`src/include/dmas_pkg.sv`:
```
`default_nettype none
package dmas_pkg;
  // ----------------------------------------
  // Register map (byte addresses)
  // ----------------------------------------
  localparam logic [7:0] OFS_CTRL    = 8'h00;
  localparam logic [7:0] OFS_PAT_LO  = 8'h04;
  localparam logic [7:0] OFS_PAT_HI  = 8'h08;
  localparam logic [7:0] OFS_MASK_LO = 8'h0c;
  localparam logic [7:0] OFS_MASK_HI = 8'h10;
  localparam logic [7:0] OFS_STATUS  = 8'h14;
  localparam logic [7:0] OFS_RES_LO  = 8'h18;
  localparam logic [7:0] OFS_RES_HI  = 8'h1c;

  // ----------------------------------------
  // Control register fields
  // ----------------------------------------
  localparam int CTL_ACC     = 0;
  localparam int CTL_SUB     = 1;
  localparam int CTL_SIMD    = 2;
  localparam int CTL_LOGIC   = 4;
  localparam int CTL_FUNC    = 5;
  localparam int CTL_XORW    = 9;
  localparam int CTL_PIPE    = 11;
  localparam int CTL_PRE     = 16;
  localparam int CTL_PRESUB  = 17;
  localparam int CTL_COUNT   = 18;
  localparam int CTL_WIDTH   = 19;
  // Operand and product stages registered after reset
  localparam logic [CTL_WIDTH-1:0] CTRL_RESET = 19'h0_f800;
  localparam logic [31:0] PAT_RESET  = 32'h0000_0000;
  localparam logic [31:0] MASK_RESET = 32'hffff_ffff;

  // Pipe enable bit order within the pipe field
  localparam int PIPE_A = 0;
  localparam int PIPE_B = 1;
  localparam int PIPE_C = 2;
  localparam int PIPE_D = 3;
  localparam int PIPE_M = 4;

  // ----------------------------------------
  // Widths
  // ----------------------------------------
  localparam int A_W    = 30;
  localparam int B_W    = 18;
  localparam int MUL_AW = 27;
  localparam int PROD_W = 45;
  localparam int P_W    = 48;
  localparam int XOR_W  = 8;

  typedef enum logic [1:0] {SIMD_ONE48, SIMD_TWO24, SIMD_FOUR12} dmas_simd_e;
  typedef enum logic [3:0] {
    LF_AND, LF_OR, LF_XOR, LF_XNOR, LF_NAND,
    LF_NOR, LF_X_ANDN_Z, LF_X_ORN_Z, LF_NX_AND_Z, LF_NX_OR_Z
  } dmas_func_e;
endpackage
`default_nettype wire

```
`src/design/dmas_slice.sv`:
```
`default_nettype none
// What this block does
// - Signed 27 by 18 bit two's complement multiply giving the full product.
// - A 48-bit accumulator adds each new result to its running value.
// - A dynamic input bypasses the multiplier; two 48-bit operands feed ALU.
// - SIMD mode splits the adder into two 24-bit or four 12-bit lanes.
// - Logic unit gives one of ten bitwise functions, chosen by a select.
// - Optional pre-adder combines two operands ahead of the multiplier.
// - Wide XOR over 96 input bits, in 12, 24, 48 or 96-bit segments.
// - Result is compared to a masked pattern and a match is flagged.
// - Pattern detect after the logic unit forms 96-bit wide logic functions.
// - Accumulator counts up or down by a given step on enabled edges.
module dmas_slice (
  input  wire logic        pclk,
  input  wire logic        presetn,
  input  wire logic        psel,
  input  wire logic        penable,
  input  wire logic        pwrite,
  input  wire logic [7:0]  paddr,
  input  wire logic [31:0] pwdata,
  output logic      [31:0] prdata,
  output logic             pready,
  output logic             pslverr,
  input  wire logic [29:0] a_in,
  input  wire logic [17:0] b_in,
  input  wire logic [47:0] c_in,
  input  wire logic [26:0] d_in,
  input  wire logic        mult_bypass,
  input  wire logic        ce_a,
  input  wire logic        ce_b,
  input  wire logic        ce_c,
  input  wire logic        ce_d,
  input  wire logic        ce_m,
  input  wire logic        ce_p,
  input  wire logic        rst_a,
  input  wire logic        rst_b,
  input  wire logic        rst_c,
  input  wire logic        rst_d,
  input  wire logic        rst_m,
  input  wire logic        rst_p,
  output logic      [47:0] p_out,
  output logic             match_out,
  output logic      [7:0]  xor_out
);
  // ----------------------------------------
  // Register file
  // ----------------------------------------
  logic [dmas_pkg::CTL_WIDTH-1:0] ctrl_reg;
  logic [47:0]                    pat_reg;
  logic [47:0]                    mask_reg;
  logic [31:0]                    rdata_reg;
  logic [47:0]                    p_reg;
  logic                           match_reg;
  logic [7:0]                     xor_reg;
  logic                           hit;
  logic [31:0]                    rd_next;
  logic                           wr_en;

  always_comb
  begin
    hit     = 1'b1;
    rd_next = 32'h0000_0000;
    unique case (paddr)
      dmas_pkg::OFS_CTRL:    rd_next = {13'h0000, ctrl_reg};
      dmas_pkg::OFS_PAT_LO:  rd_next = pat_reg[31:0];
      dmas_pkg::OFS_PAT_HI:  rd_next = {16'h0000, pat_reg[47:32]};
      dmas_pkg::OFS_MASK_LO: rd_next = mask_reg[31:0];
      dmas_pkg::OFS_MASK_HI: rd_next = {16'h0000, mask_reg[47:32]};
      dmas_pkg::OFS_STATUS:  rd_next = {23'h00_0000, xor_reg, match_reg};
      dmas_pkg::OFS_RES_LO:  rd_next = p_reg[31:0];
      dmas_pkg::OFS_RES_HI:  rd_next = {16'h0000, p_reg[47:32]};
      default:               hit = 1'b0;
    endcase
  end

  // Zero wait states: read data is captured in the setup cycle
  assign pready  = 1'b1;
  assign pslverr = psel & penable & ~hit;
  assign wr_en   = psel & penable & pwrite & hit;
  assign prdata  = rdata_reg;

  always_ff @(posedge pclk or negedge presetn)
  begin
    if (!presetn)
      rdata_reg <= 32'h0000_0000;
    else if (psel && !penable && !pwrite)
      rdata_reg <= rd_next;
  end

  always_ff @(posedge pclk or negedge presetn)
  begin
    if (!presetn)
    begin
      ctrl_reg <= dmas_pkg::CTRL_RESET;
      pat_reg  <= {dmas_pkg::PAT_RESET[15:0], dmas_pkg::PAT_RESET};
      mask_reg <= {dmas_pkg::MASK_RESET[15:0], dmas_pkg::MASK_RESET};
    end
    else if (wr_en)
    begin
      unique case (paddr)
        dmas_pkg::OFS_CTRL:    ctrl_reg <= pwdata[dmas_pkg::CTL_WIDTH-1:0];
        dmas_pkg::OFS_PAT_LO:  pat_reg[31:0] <= pwdata;
        dmas_pkg::OFS_PAT_HI:  pat_reg[47:32] <= pwdata[15:0];
        dmas_pkg::OFS_MASK_LO: mask_reg[31:0] <= pwdata;
        dmas_pkg::OFS_MASK_HI: mask_reg[47:32] <= pwdata[15:0];
        default:               ;
      endcase
    end
  end

  // ----------------------------------------
  // Control decode
  // ----------------------------------------
  logic                 acc_en, sub_en, logic_en, pre_en, pre_sub, count_en;
  logic [4:0]           pipe_en;
  logic [1:0]           xor_w;
  dmas_pkg::dmas_simd_e simd;
  dmas_pkg::dmas_func_e func;

  assign acc_en   = ctrl_reg[dmas_pkg::CTL_ACC];
  assign sub_en   = ctrl_reg[dmas_pkg::CTL_SUB];
  assign logic_en = ctrl_reg[dmas_pkg::CTL_LOGIC];
  assign pre_en   = ctrl_reg[dmas_pkg::CTL_PRE];
  assign pre_sub  = ctrl_reg[dmas_pkg::CTL_PRESUB];
  assign count_en = ctrl_reg[dmas_pkg::CTL_COUNT];
  assign pipe_en  = ctrl_reg[dmas_pkg::CTL_PIPE +: 5];
  assign xor_w    = ctrl_reg[dmas_pkg::CTL_XORW +: 2];
  assign simd     = dmas_pkg::dmas_simd_e'(ctrl_reg[dmas_pkg::CTL_SIMD +: 2]);
  assign func     = dmas_pkg::dmas_func_e'(ctrl_reg[dmas_pkg::CTL_FUNC +: 4]);

  // ----------------------------------------
  // Operand stages
  // ----------------------------------------
  logic [29:0] a_q;
  logic [17:0] b_q;
  logic [47:0] c_q;
  logic [26:0] d_q;

  dmas_stage #(.W(30)) u_a (.pclk(pclk), .presetn(presetn),
    .use_reg(pipe_en[dmas_pkg::PIPE_A]), .ce(ce_a), .srst(rst_a), .d(a_in), .q(a_q));
  dmas_stage #(.W(18)) u_b (.pclk(pclk), .presetn(presetn),
    .use_reg(pipe_en[dmas_pkg::PIPE_B]), .ce(ce_b), .srst(rst_b), .d(b_in), .q(b_q));
  dmas_stage #(.W(48)) u_c (.pclk(pclk), .presetn(presetn),
    .use_reg(pipe_en[dmas_pkg::PIPE_C]), .ce(ce_c), .srst(rst_c), .d(c_in), .q(c_q));
  dmas_stage #(.W(27)) u_d (.pclk(pclk), .presetn(presetn),
    .use_reg(pipe_en[dmas_pkg::PIPE_D]), .ce(ce_d), .srst(rst_d), .d(d_in), .q(d_q));

  // ----------------------------------------
  // Pre-adder and multiplier
  // ----------------------------------------
  // Pre-adder wraps at 27 bits; callers keep the sum in range
  logic [26:0] pre_sum;
  logic [26:0] mul_a;
  logic [44:0] prod;
  logic [44:0] m_q;

  assign pre_sum = pre_sub ? a_q[26:0] - d_q : a_q[26:0] + d_q;
  assign mul_a   = pre_en ? pre_sum : a_q[26:0];
  assign prod    = 45'($signed(mul_a) * $signed(b_q));

  dmas_stage #(.W(45)) u_m (.pclk(pclk), .presetn(presetn),
    .use_reg(pipe_en[dmas_pkg::PIPE_M]), .ce(ce_m), .srst(rst_m), .d(prod), .q(m_q));

  // ----------------------------------------
  // Operand selection
  // ----------------------------------------
  logic [47:0] x_sel;
  logic [47:0] z_sel;
  logic [47:0] w_sel;

  always_comb
  begin
    if (count_en)
      x_sel = 48'h0000_0000_0000;
    else if (mult_bypass)
      x_sel = {a_q, b_q};
    else
      x_sel = {{3{m_q[44]}}, m_q};
  end

  assign z_sel = c_q;
  assign w_sel = (acc_en | count_en) ? p_reg : 48'h0000_0000_0000;

  // ----------------------------------------
  // SIMD adder: result = w +/- (x + z) per lane
  // ----------------------------------------
  logic [47:0] sum48;
  logic [47:0] sum24;
  logic [47:0] sum12;
  logic [47:0] alu_res;

  assign sum48 = sub_en ? w_sel - (x_sel + z_sel) : w_sel + x_sel + z_sel;

  genvar gi;
  generate
    for (gi = 0; gi < 4; gi++)
    begin : g_l12
      assign sum12[gi*12 +: 12] = sub_en ?
        w_sel[gi*12 +: 12] - (x_sel[gi*12 +: 12] + z_sel[gi*12 +: 12]) :
        w_sel[gi*12 +: 12] + x_sel[gi*12 +: 12] + z_sel[gi*12 +: 12];
    end
    for (gi = 0; gi < 2; gi++)
    begin : g_l24
      assign sum24[gi*24 +: 24] = sub_en ?
        w_sel[gi*24 +: 24] - (x_sel[gi*24 +: 24] + z_sel[gi*24 +: 24]) :
        w_sel[gi*24 +: 24] + x_sel[gi*24 +: 24] + z_sel[gi*24 +: 24];
    end
  endgenerate

  // ----------------------------------------
  // Logic unit
  // ----------------------------------------
  logic [47:0] logic_res;

  always_comb
  begin
    case (func)
      dmas_pkg::LF_AND:      logic_res = x_sel & z_sel;
      dmas_pkg::LF_OR:       logic_res = x_sel | z_sel;
      dmas_pkg::LF_XOR:      logic_res = x_sel ^ z_sel;
      dmas_pkg::LF_XNOR:     logic_res = ~(x_sel ^ z_sel);
      dmas_pkg::LF_NAND:     logic_res = ~(x_sel & z_sel);
      dmas_pkg::LF_NOR:      logic_res = ~(x_sel | z_sel);
      dmas_pkg::LF_X_ANDN_Z: logic_res = x_sel & ~z_sel;
      dmas_pkg::LF_X_ORN_Z:  logic_res = x_sel | ~z_sel;
      dmas_pkg::LF_NX_AND_Z: logic_res = ~x_sel & z_sel;
      dmas_pkg::LF_NX_OR_Z:  logic_res = ~x_sel | z_sel;
      // Unused select codes give zero rather than a stale function
      default:               logic_res = 48'h0000_0000_0000;
    endcase
  end

  always_comb
  begin
    if (logic_en)
      alu_res = logic_res;
    else
    begin
      case (simd)
        dmas_pkg::SIMD_TWO24:  alu_res = sum24;
        dmas_pkg::SIMD_FOUR12: alu_res = sum12;
        default:               alu_res = sum48;
      endcase
    end
  end

  // ----------------------------------------
  // Wide XOR and pattern detect
  // ----------------------------------------
  logic [95:0] xor_in;
  logic [7:0]  par12;
  logic [7:0]  xor_next;
  logic        match_next;

  assign xor_in = {z_sel, x_sel};

  generate
    for (gi = 0; gi < 8; gi++)
    begin : g_par
      assign par12[gi] = ^xor_in[gi*12 +: 12];
    end
  endgenerate

  always_comb
  begin
    xor_next = 8'h00;
    unique case (xor_w)
      2'h0: xor_next = par12;
      2'h1:
      begin
        for (int i = 0; i < 4; i++)
          xor_next[i] = par12[2*i] ^ par12[2*i+1];
      end
      2'h2:
      begin
        xor_next[0] = ^par12[3:0];
        xor_next[1] = ^par12[7:4];
      end
      2'h3: xor_next[0] = ^par12;
    endcase
  end

  // Mask bit high means the bit is ignored; on logic results this
  // gives a 96-input wide logic function
  assign match_next = &(~(alu_res ^ pat_reg) | mask_reg);

  // ----------------------------------------
  // Result stage (always registered: it closes the accumulator loop)
  // ----------------------------------------
  always_ff @(posedge pclk or negedge presetn)
  begin
    if (!presetn)
    begin
      p_reg     <= 48'h0000_0000_0000;
      match_reg <= 1'b0;
      xor_reg   <= 8'h00;
    end
    else if (rst_p)
    begin
      p_reg     <= 48'h0000_0000_0000;
      match_reg <= 1'b0;
      xor_reg   <= 8'h00;
    end
    else if (ce_p)
    begin
      p_reg     <= alu_res;
      match_reg <= match_next;
      xor_reg   <= xor_next;
    end
  end

  assign p_out     = p_reg;
  assign match_out = match_reg;
  assign xor_out   = xor_reg;

  logic plain_add;
  assign plain_add = ce_p & ~rst_p & ~logic_en & ~sub_en & ~count_en;
endmodule
`default_nettype wire

```
`src/design/dmas_stage.sv`:
```
`default_nettype none
// Optional pipeline stage: registered when enabled, transparent otherwise
module dmas_stage #(
  parameter int W = 8
) (
  input  wire logic         pclk,
  input  wire logic         presetn,
  input  wire logic         use_reg,
  input  wire logic         ce,
  input  wire logic         srst,
  input  wire logic [W-1:0] d,
  output logic      [W-1:0] q
);
  logic [W-1:0] q_reg;

  always_ff @(posedge pclk or negedge presetn)
  begin
    if (!presetn)
      q_reg <= '0;
    else if (srst)
      q_reg <= '0;
    else if (ce)
      q_reg <= d;
  end

  assign q = use_reg ? q_reg : d;
endmodule
`default_nettype wire

```
`config.mk`:
```
export PLATFORM = sky130hd
export DESIGN_NAME = dmas_slice
export DESIGN_NICKNAME = d
export VERILOG_FILES = /design/src/include/dmas_pkg.sv /design/src/design/dmas_slice.sv /design/src/design/dmas_stage.sv
export SDC_FILE = /design/constraint.sdc
export NUM_CORES = 2
export LEC_CHECK = 0
export ABC_AREA = 1
export BUFFER_PORTS_ARGS = -buffer_cell sky130_fd_sc_hd__buf_2
export CORE_ASPECT_RATIO = 1.4
export CORE_MARGIN = 2
export CORE_UTILIZATION = 55
export DETAILED_ROUTE_END_ITERATION = 6
export GPL_TIMING_DRIVEN = 0
export PLACE_DENSITY = 0.73
export SYNTH_ARGS = -nofsm -noshare
export SYNTH_HDL_FRONTEND = slang
export SYNTH_HIERARCHICAL = 1
export SYNTH_SLANG_ARGS = --single-unit
```
`constraint.sdc`:
```
create_clock -name pclk -period 35.2 [get_ports pclk]
set_input_delay 3.52 -clock pclk [delete_from_list [all_inputs] [get_ports pclk]]
set_output_delay 3.52 -clock pclk [all_outputs]
set_load 0.005 [all_outputs]
```
# Word-level counts from Yosys, hierarchy flattened
# Index checks and enable logic that the tools add are counted.
# W data, S select, Z words.
dict set report op_classes {
  n_addsub 30
  multipliers 1
  eq_ne 21
  muxes 42
  bitwise 25
  n_reduce_logical 31
}
# cell n
set op_table {}
lappend op_table {{$mux W48} 10}
lappend op_table {{$pmux W48 S10} 1}
lappend op_table {{$not A48 Y48} 6}
lappend op_table {{$pmux W32 S8} 1}
lappend op_table {{$or A48 B48 Y48} 4}
lappend op_table {{$add A12 B12 Y12} 12}
lappend op_table {{$add A24 B24 Y24} 6}
lappend op_table {{$add A48 B48 Y48} 3}
lappend op_table {{$and A48 B48 Y48} 3}
lappend op_table {{$mux W27} 5}
lappend op_table {{$mux W45} 3}
lappend op_table {{$pmux W48 S2} 1}
lappend op_table {{$reduce_xor A12 Y1} 8}
lappend op_table {{$xor A48 B48 Y48} 2}
lappend op_table {{$mux W30} 3}
lappend op_table {{$mux W18} 3}
lappend op_table {{$mux W12} 4}
lappend op_table {{$mux W24} 2}
lappend op_table {{$reduce_and A48 Y1} 1}
lappend op_table {{$sub A12 B12 Y12} 4}
lappend op_table {{$sub A24 B24 Y24} 2}
lappend op_table {{$sub A48 B48 Y48} 1}
lappend op_table {{$mul A27 B18 Y45} 1}
lappend op_table {{$eq A8 B5 Y1 const B} 4}
lappend op_table {{30 further kinds} 60}
dict set report totals {
  reg_bits 372
  inputBits 181
  word_cells 164
}

# Depth between registers and ports, before layout
dict set report depth {
  ltp_word 19
  depth_mapped 87
}

# Hierarchy
# Netlist, hierarchy kept.
# mod instances cells_per_inst area_each_um2 seq_area_each_um2
set modules_own_cells {}
lappend modules_own_cells {dmas_slice 1 7226 48992.0 5171.2}
lappend modules_own_cells {{dmas_stage at u_c} 1 363 2551.2 1201.2}
lappend modules_own_cells {{dmas_stage at u_m} 1 340 2469.9 1126.1}
lappend modules_own_cells {{dmas_stage at u_a} 1 228 1665.3 750.7}
lappend modules_own_cells {{dmas_stage at u_d} 1 204 1586.5 675.6}
lappend modules_own_cells {{dmas_stage at u_b} 1 136 968.4 450.4}

# Least setup slack after synthesis
# OpenSTA, ideal clock, no wires.
dict set report synth_path {
  path_type {input to register}
  startpoint {input d_in[3]}
  endpoint {register match_reg (netlist: match_out)}
  setup_ns 0.117
  arrival_ns 14.996
  path_slack_ns 20.087
  stages 77
  cell_sequence {inv_1 -> o21ai_0 -> nor4_1 -> nand2_1 -> nor3_1 -> nand2_1 -> nor3_1 -> nand2_1 -> nor3_1 -> inv_1 -> nor3_1 -> nand2_1 -> nand2_1 -> xor2_1 -> inv_1 -> ha_1 -> nand2_1 -> nor2_1 -> [41 not listed] -> inv_1 -> o21ai_0 -> nand2_1 -> o211ai_1 -> a21oi_1 -> o21ai_0 -> nand2_1 -> nand3_1 -> nand3_1 -> nand3_1 -> nand3_1 -> nand2_1 -> nand2_1 -> nand3_1 -> nand2_1 -> nor2_1 -> nand3_1 -> nand2_1}
}
dict set report synth_via {
  elab_chain_len 19
}
# item line_no
set synth_lines {}
lappend synth_lines {{from (decl)} dmas_slice.sv:27} ;# input wire logic [26:0] d_in,
lappend synth_lines {{$mux W27 (*)} dmas_stage.sv:26} ;# assign q = use_reg ? q_reg : d;
lappend synth_lines {{net d_q[3]} dmas_slice.sv:137} ;# logic [26:0] d_q;
lappend synth_lines {{$add A27 B27 Y27 / $sub A27 B27 Y27 (equally long branches)} dmas_slice.sv:157} ;# assign pre_sum = pre_sub ? a_q[26:0] - d_q : a_q[26:0] + d_q;
lappend synth_lines {{$mux W27 (*)} dmas_slice.sv:157}
lappend synth_lines {{$mux W27 (*)} dmas_slice.sv:158} ;# assign mul_a = pre_en ? pre_sum : a_q[26:0];
lappend synth_lines {{$mul A27 B18 Y45 (*)} dmas_slice.sv:159} ;# assign prod = 45'($signed(mul_a) * $signed(b_q));
lappend synth_lines {{net prod[37]} dmas_slice.sv:154} ;# logic [44:0] prod;
lappend synth_lines {{$mux W45 (*)} dmas_stage.sv:26}
lappend synth_lines {{net m_q[37]} dmas_slice.sv:155} ;# logic [44:0] m_q;
lappend synth_lines {{[5 not listed]} --}
lappend synth_lines {{$pmux W48 S2} dmas_slice.sv:239} ;# case (simd)
lappend synth_lines {{$mux W48 (*)} dmas_slice.sv:235} ;# if (logic_en)
lappend synth_lines {{$xor A48 B48 Y48 (*)} dmas_slice.sv:285} ;# assign match_next = &(~(alu_res ^ pat_reg) | mask_reg);
lappend synth_lines {{$not A48 Y48 (*)} dmas_slice.sv:285}
lappend synth_lines {{$or A48 B48 Y48 (*)} dmas_slice.sv:285}
lappend synth_lines {{$reduce_and A48 Y1 (*)} dmas_slice.sv:285}
lappend synth_lines {{$mux W1 (*)} dmas_slice.sv:304} ;# else if (ce_p)
lappend synth_lines {{$mux W1 (*)} dmas_slice.sv:298} ;# else if (rst_p)
lappend synth_lines {{to (signal assigned)} dmas_slice.sv:307} ;# match_reg <= match_next;
lappend synth_lines {{to (decl)} dmas_slice.sv:53} ;# logic match_reg;
# Mark *: on every way through the listed nets, which the timed path passes. The rest lies on a longest branch. The select of a mux whose other input is x is not followed.
# A chain may end at the register's enable or synchronous reset.

# Worst setup path after layout
dict set report layout_path {
  startpoint {input d_in[0]}
  endpoint {register match_reg (netlist: match_out)}
}
# The elaborated chain is that of the path after synthesis.

==> results.py <==
metrics = {
    "run_status": {
        "status": "finished, violations left",
        "violations": "DRC, capacitance limit, slew limit",
    },
    "clocking": {
        "post_cts_buffers": 0,
        "cts_tree": "built",
        "ctsResizeCount": 0,
        "cts.sinks": 372,
        "cts_max_level": 2,
        "clockBufferDepth": 3,
        "hold_buffers": 0,
        "clock_latency_ns": 0.67,
        "clkTransAtPathRegs_ns": 0.07,
        "cts_made_buffers": 42,
        "root_buffer": "clkbuf_16",
    },
    "timing": {
        "rsz0062_at_grt": "no",
        "setup_viol": 0,
        "finalSetupTns_ns": 0,
        "worst_slew_pin_slew_ns": 1.67,
        "hold_slack_ns": 0.470,
        "drv_slew": 49,
        "maxSlewHeadroom": -0.122,
        "hold_viol": 0,
        "fmaxAchievable_mhz": 54.4,
        "clock-skew-final_ns": 0.0709,
        "period_minus_slack_ns": 18.39,
        "fin_crit_sh": 0.522,
    },
    "critical_path": {
        "cp.arrival_ns": 19.00,
        "cp_max_fo": 10,
        "cpPeakStageDelay_ns": 0.77,
        "cp_slowest_cell": "o21ai_0",
        "start_kind": "primary input",
        "crit_type": "in2reg",
        "cpMostUsedCell": "inv_1",
        "worst_setup_path_end_kind": "flop",
        "critPathRequiredTime_ns": 35.81,
    },
    "floorplan": {
        "core_area_sq_mm": 0.105,
        "start_util": 0.553,
        "rows": 141,
        "die_h_microns": 389,
        "num_io_pins": 272,
        "dieArea_sq_mm": 0.109,
        "die_w_microns": 279,
    },
    "global_routing": {
        "grt_max_degree": 114,
        "grt_pass1_vias": 60656,
        "overflow": 0,
        "grt_pass1_wl_microns": 407000,
        "grt_use_total": 0.524,
        "antenna_found_initial": 21,
    },
    "synthesis": {
        "synth_ff_type": "dfrtp_1",
        "synth_edf_count": 0,
        "async_reset_ff_frac": 1.00,
        "yosysUniqueCellTypes": 64,
        "synth_fp_nets": 9684,
        "yosysSeqAreaShare": 0.161,
        "synthCells": 8497,
        "netlist_area_sq_mm": 0.0582,
        "avgSynthCellArea_sq_um": 6.85,
        "ys_ff_latch": 372,
        "ys_warn_count": 6,
    },
    "flow_run": {
        "maxCapViolCount": 14,
    },
    "detailed_routing": {
        "ant_nets": 0,
        "route.vias.total": 62203,
        "drt_iter0_drc": 7623,
        "drt_wl_total_microns": 286000,
        "post_drt_wl_per_cell_microns": 28.0,
        "drcViolationCount": 6,
        "drtPass1Iterations": 7,
        "via_per_inst": 6.08,
    },
    "placed_design": {
        "place_area_sq_mm": 0.0614,
        "io_buffers": 266,
        "place_hpwl_microns": 235000,
        "gp_congestion": 1.18,
    },
    "layout": {
        "final_nets": 10016,
        "postLayoutCellArea_sq_mm": 0.0632,
        "area_growth_pct": 8.50,
        "nFillCells": 10250,
        "drive_above_1_share": 0.0732,
    },
    "min_path": {
        "holdCritPathClass": "reg2reg",
    },
}
==> final timing paths <==
path / slack (ns) / from / to / cells after the start
worst max-delay path: 16.81 / d_in[0] / match_out / 68
worst min-delay path: 0.47 / u_c/q_reg[19] / u_c/q_reg[19] / 2
worst max register to register: 18.87 / ctrl_reg[14] / match_out / 79
worst min register to register: 0.47 / u_c/q_reg[19] / u_c/q_reg[19] / 2
max in group asynchronous: 30.32 / presetn / u_c/q_reg[7] / 4
min in group asynchronous: 2.77 / presetn / pat_reg[6] / 1
==> synth_stat cells, types with 6 or more instances <==
| library cell | count | area share |
|---|---|---|
| o21a_1 | 7 | 0.00090 |
| clkbuf_1 | 178 | 0.011 |
| o2111ai_1 | 20 | 0.0030 |
| nand2_1 | 2226 | 0.14 |
| a211oi_1 | 29 | 0.0037 |
| or2_2 | 53 | 0.0057 |
| buf_2 | 53 | 0.0046 |
| o21ai_0 | 523 | 0.045 |
| xnor2_1 | 117 | 0.018 |
| inv_2 | 7 | 0.00045 |
| clkinv_1 | 13 | 0.00084 |
| clkbuf_2 | 7 | 0.00060 |
| a21oi_1 | 227 | 0.020 |
| buf_6 | 28 | 0.0054 |
| o21bai_1 | 20 | 0.0026 |
| a2111oi_0 | 13 | 0.0020 |
| o221ai_1 | 9 | 0.0014 |
| xor2_1 | 75 | 0.011 |
| inv_1 | 1568 | 0.10 |
| nand3b_1 | 17 | 0.0022 |
| nor3_1 | 51 | 0.0044 |
| nand4_1 | 67 | 0.0072 |
| a21o_1 | 7 | 0.00090 |
| dfstp_2 | 53 | 0.024 |
| nand3_2 | 26 | 0.0045 |
| and2_1 | 10 | 0.0011 |
| o211ai_1 | 19 | 0.0024 |
| nor2_1 | 659 | 0.042 |
| buf_4 | 15 | 0.0019 |
| nand3_1 | 714 | 0.061 |
| buf_1 | 38 | 0.0024 |
| a31oi_1 | 18 | 0.0019 |
| o21ai_1 | 83 | 0.0071 |
| o22ai_1 | 116 | 0.012 |
| ha_1 | 431 | 0.093 |
| fa_1 | 575 | 0.20 |
| nor3_2 | 6 | 0.0010 |
| a221oi_1 | 11 | 0.0017 |
| dfrtp_1 | 319 | 0.14 |
| nor4_1 | 25 | 0.0027 |
| or2_1 | 9 | 0.00097 |
==> routing by layer <==
layer,GRT usage,up-vias,routed length [microns]
met3,0.169,1453,32200
met4,0.580,12,40300
li1,-,27147,-
met2,0.807,3964,124000
met5,0.00765,-,134
met1,0.532,29627,89500
==> logic make-up (layout without fill, tap and decap cells) <==
kind of cell,count (synthesis),after routing,synth area share
AOI/OAI and AO/OA,1125,1125,0.108
xor gates and xnor gates,197,197,0.0303
other,1,17,0.0000644
DFF,372,372,0.161
adders and majority gates,1006,1006,0.290
and+or+nand+nor,3881,3881,0.280
buffers and inverters,1915,2281,0.130
==> final cells by class <==
class | instances | area (sq um) | area share
Clock buffer | 59 | 1190 | 0.0189
Antenna cell | 16 | 40.0 | 0.000634
Inverter | 1591 | 5980 | 0.0946
Sequential cell | 372 | 9380 | 0.148
Multi-Input combinational cell | 6210 | 41300 | 0.654
Tap cell | 1358 | 1700 | 0.0269
Clock inverter | 19 | 284 | 0.00450
Timing Repair Buffer | 288 | 1690 | 0.0267
Buffer | 324 | 1610 | 0.0255
==> placed cells by master (no fill, tap or decap), drive strengths merged, types with 78 or more instances in the layout <==
| cell | instances |
|---|---|
| o21ai | 609 |
| buf | 423 |
| dfrtp | 319 |
| inv | 1582 |
| nor2 | 664 |
| xnor2 | 119 |
| ha | 431 |
| o22ai | 117 |
| fa | 575 |
| xor2 | 78 |
| nand3 | 740 |
| clkbuf | 248 |
| a21oi | 227 |
| nand2 | 2231 |
==> critical path, delay by kind of cell <==
kind | cells | cell delay (ns)
buffers and inverters | 15 | 2.18
adders and majority gates | 12 | 5.21
AOI/OAI and AO/OA | 13 | 3.46
xor gates and xnor gates | 2 | 0.31
and+or+nand+nor | 26 | 4.28
==> metrics by stage <==
stage	utilization	std cells	setup WS [ns]
2_1_floorplan	-	8497	20.09
3_3_place_gp	0.582	10121	16.55
3_5_place_dp	0.583	10133	16.70
4_1_cts	0.597	10211	17.33
5_1_grt	0.600	10225	15.95
6_report	0.600	10237	16.81
Power is not shown: default switching activity piles up to over one toggle a cycle in this logic, so the estimate is an artifact.
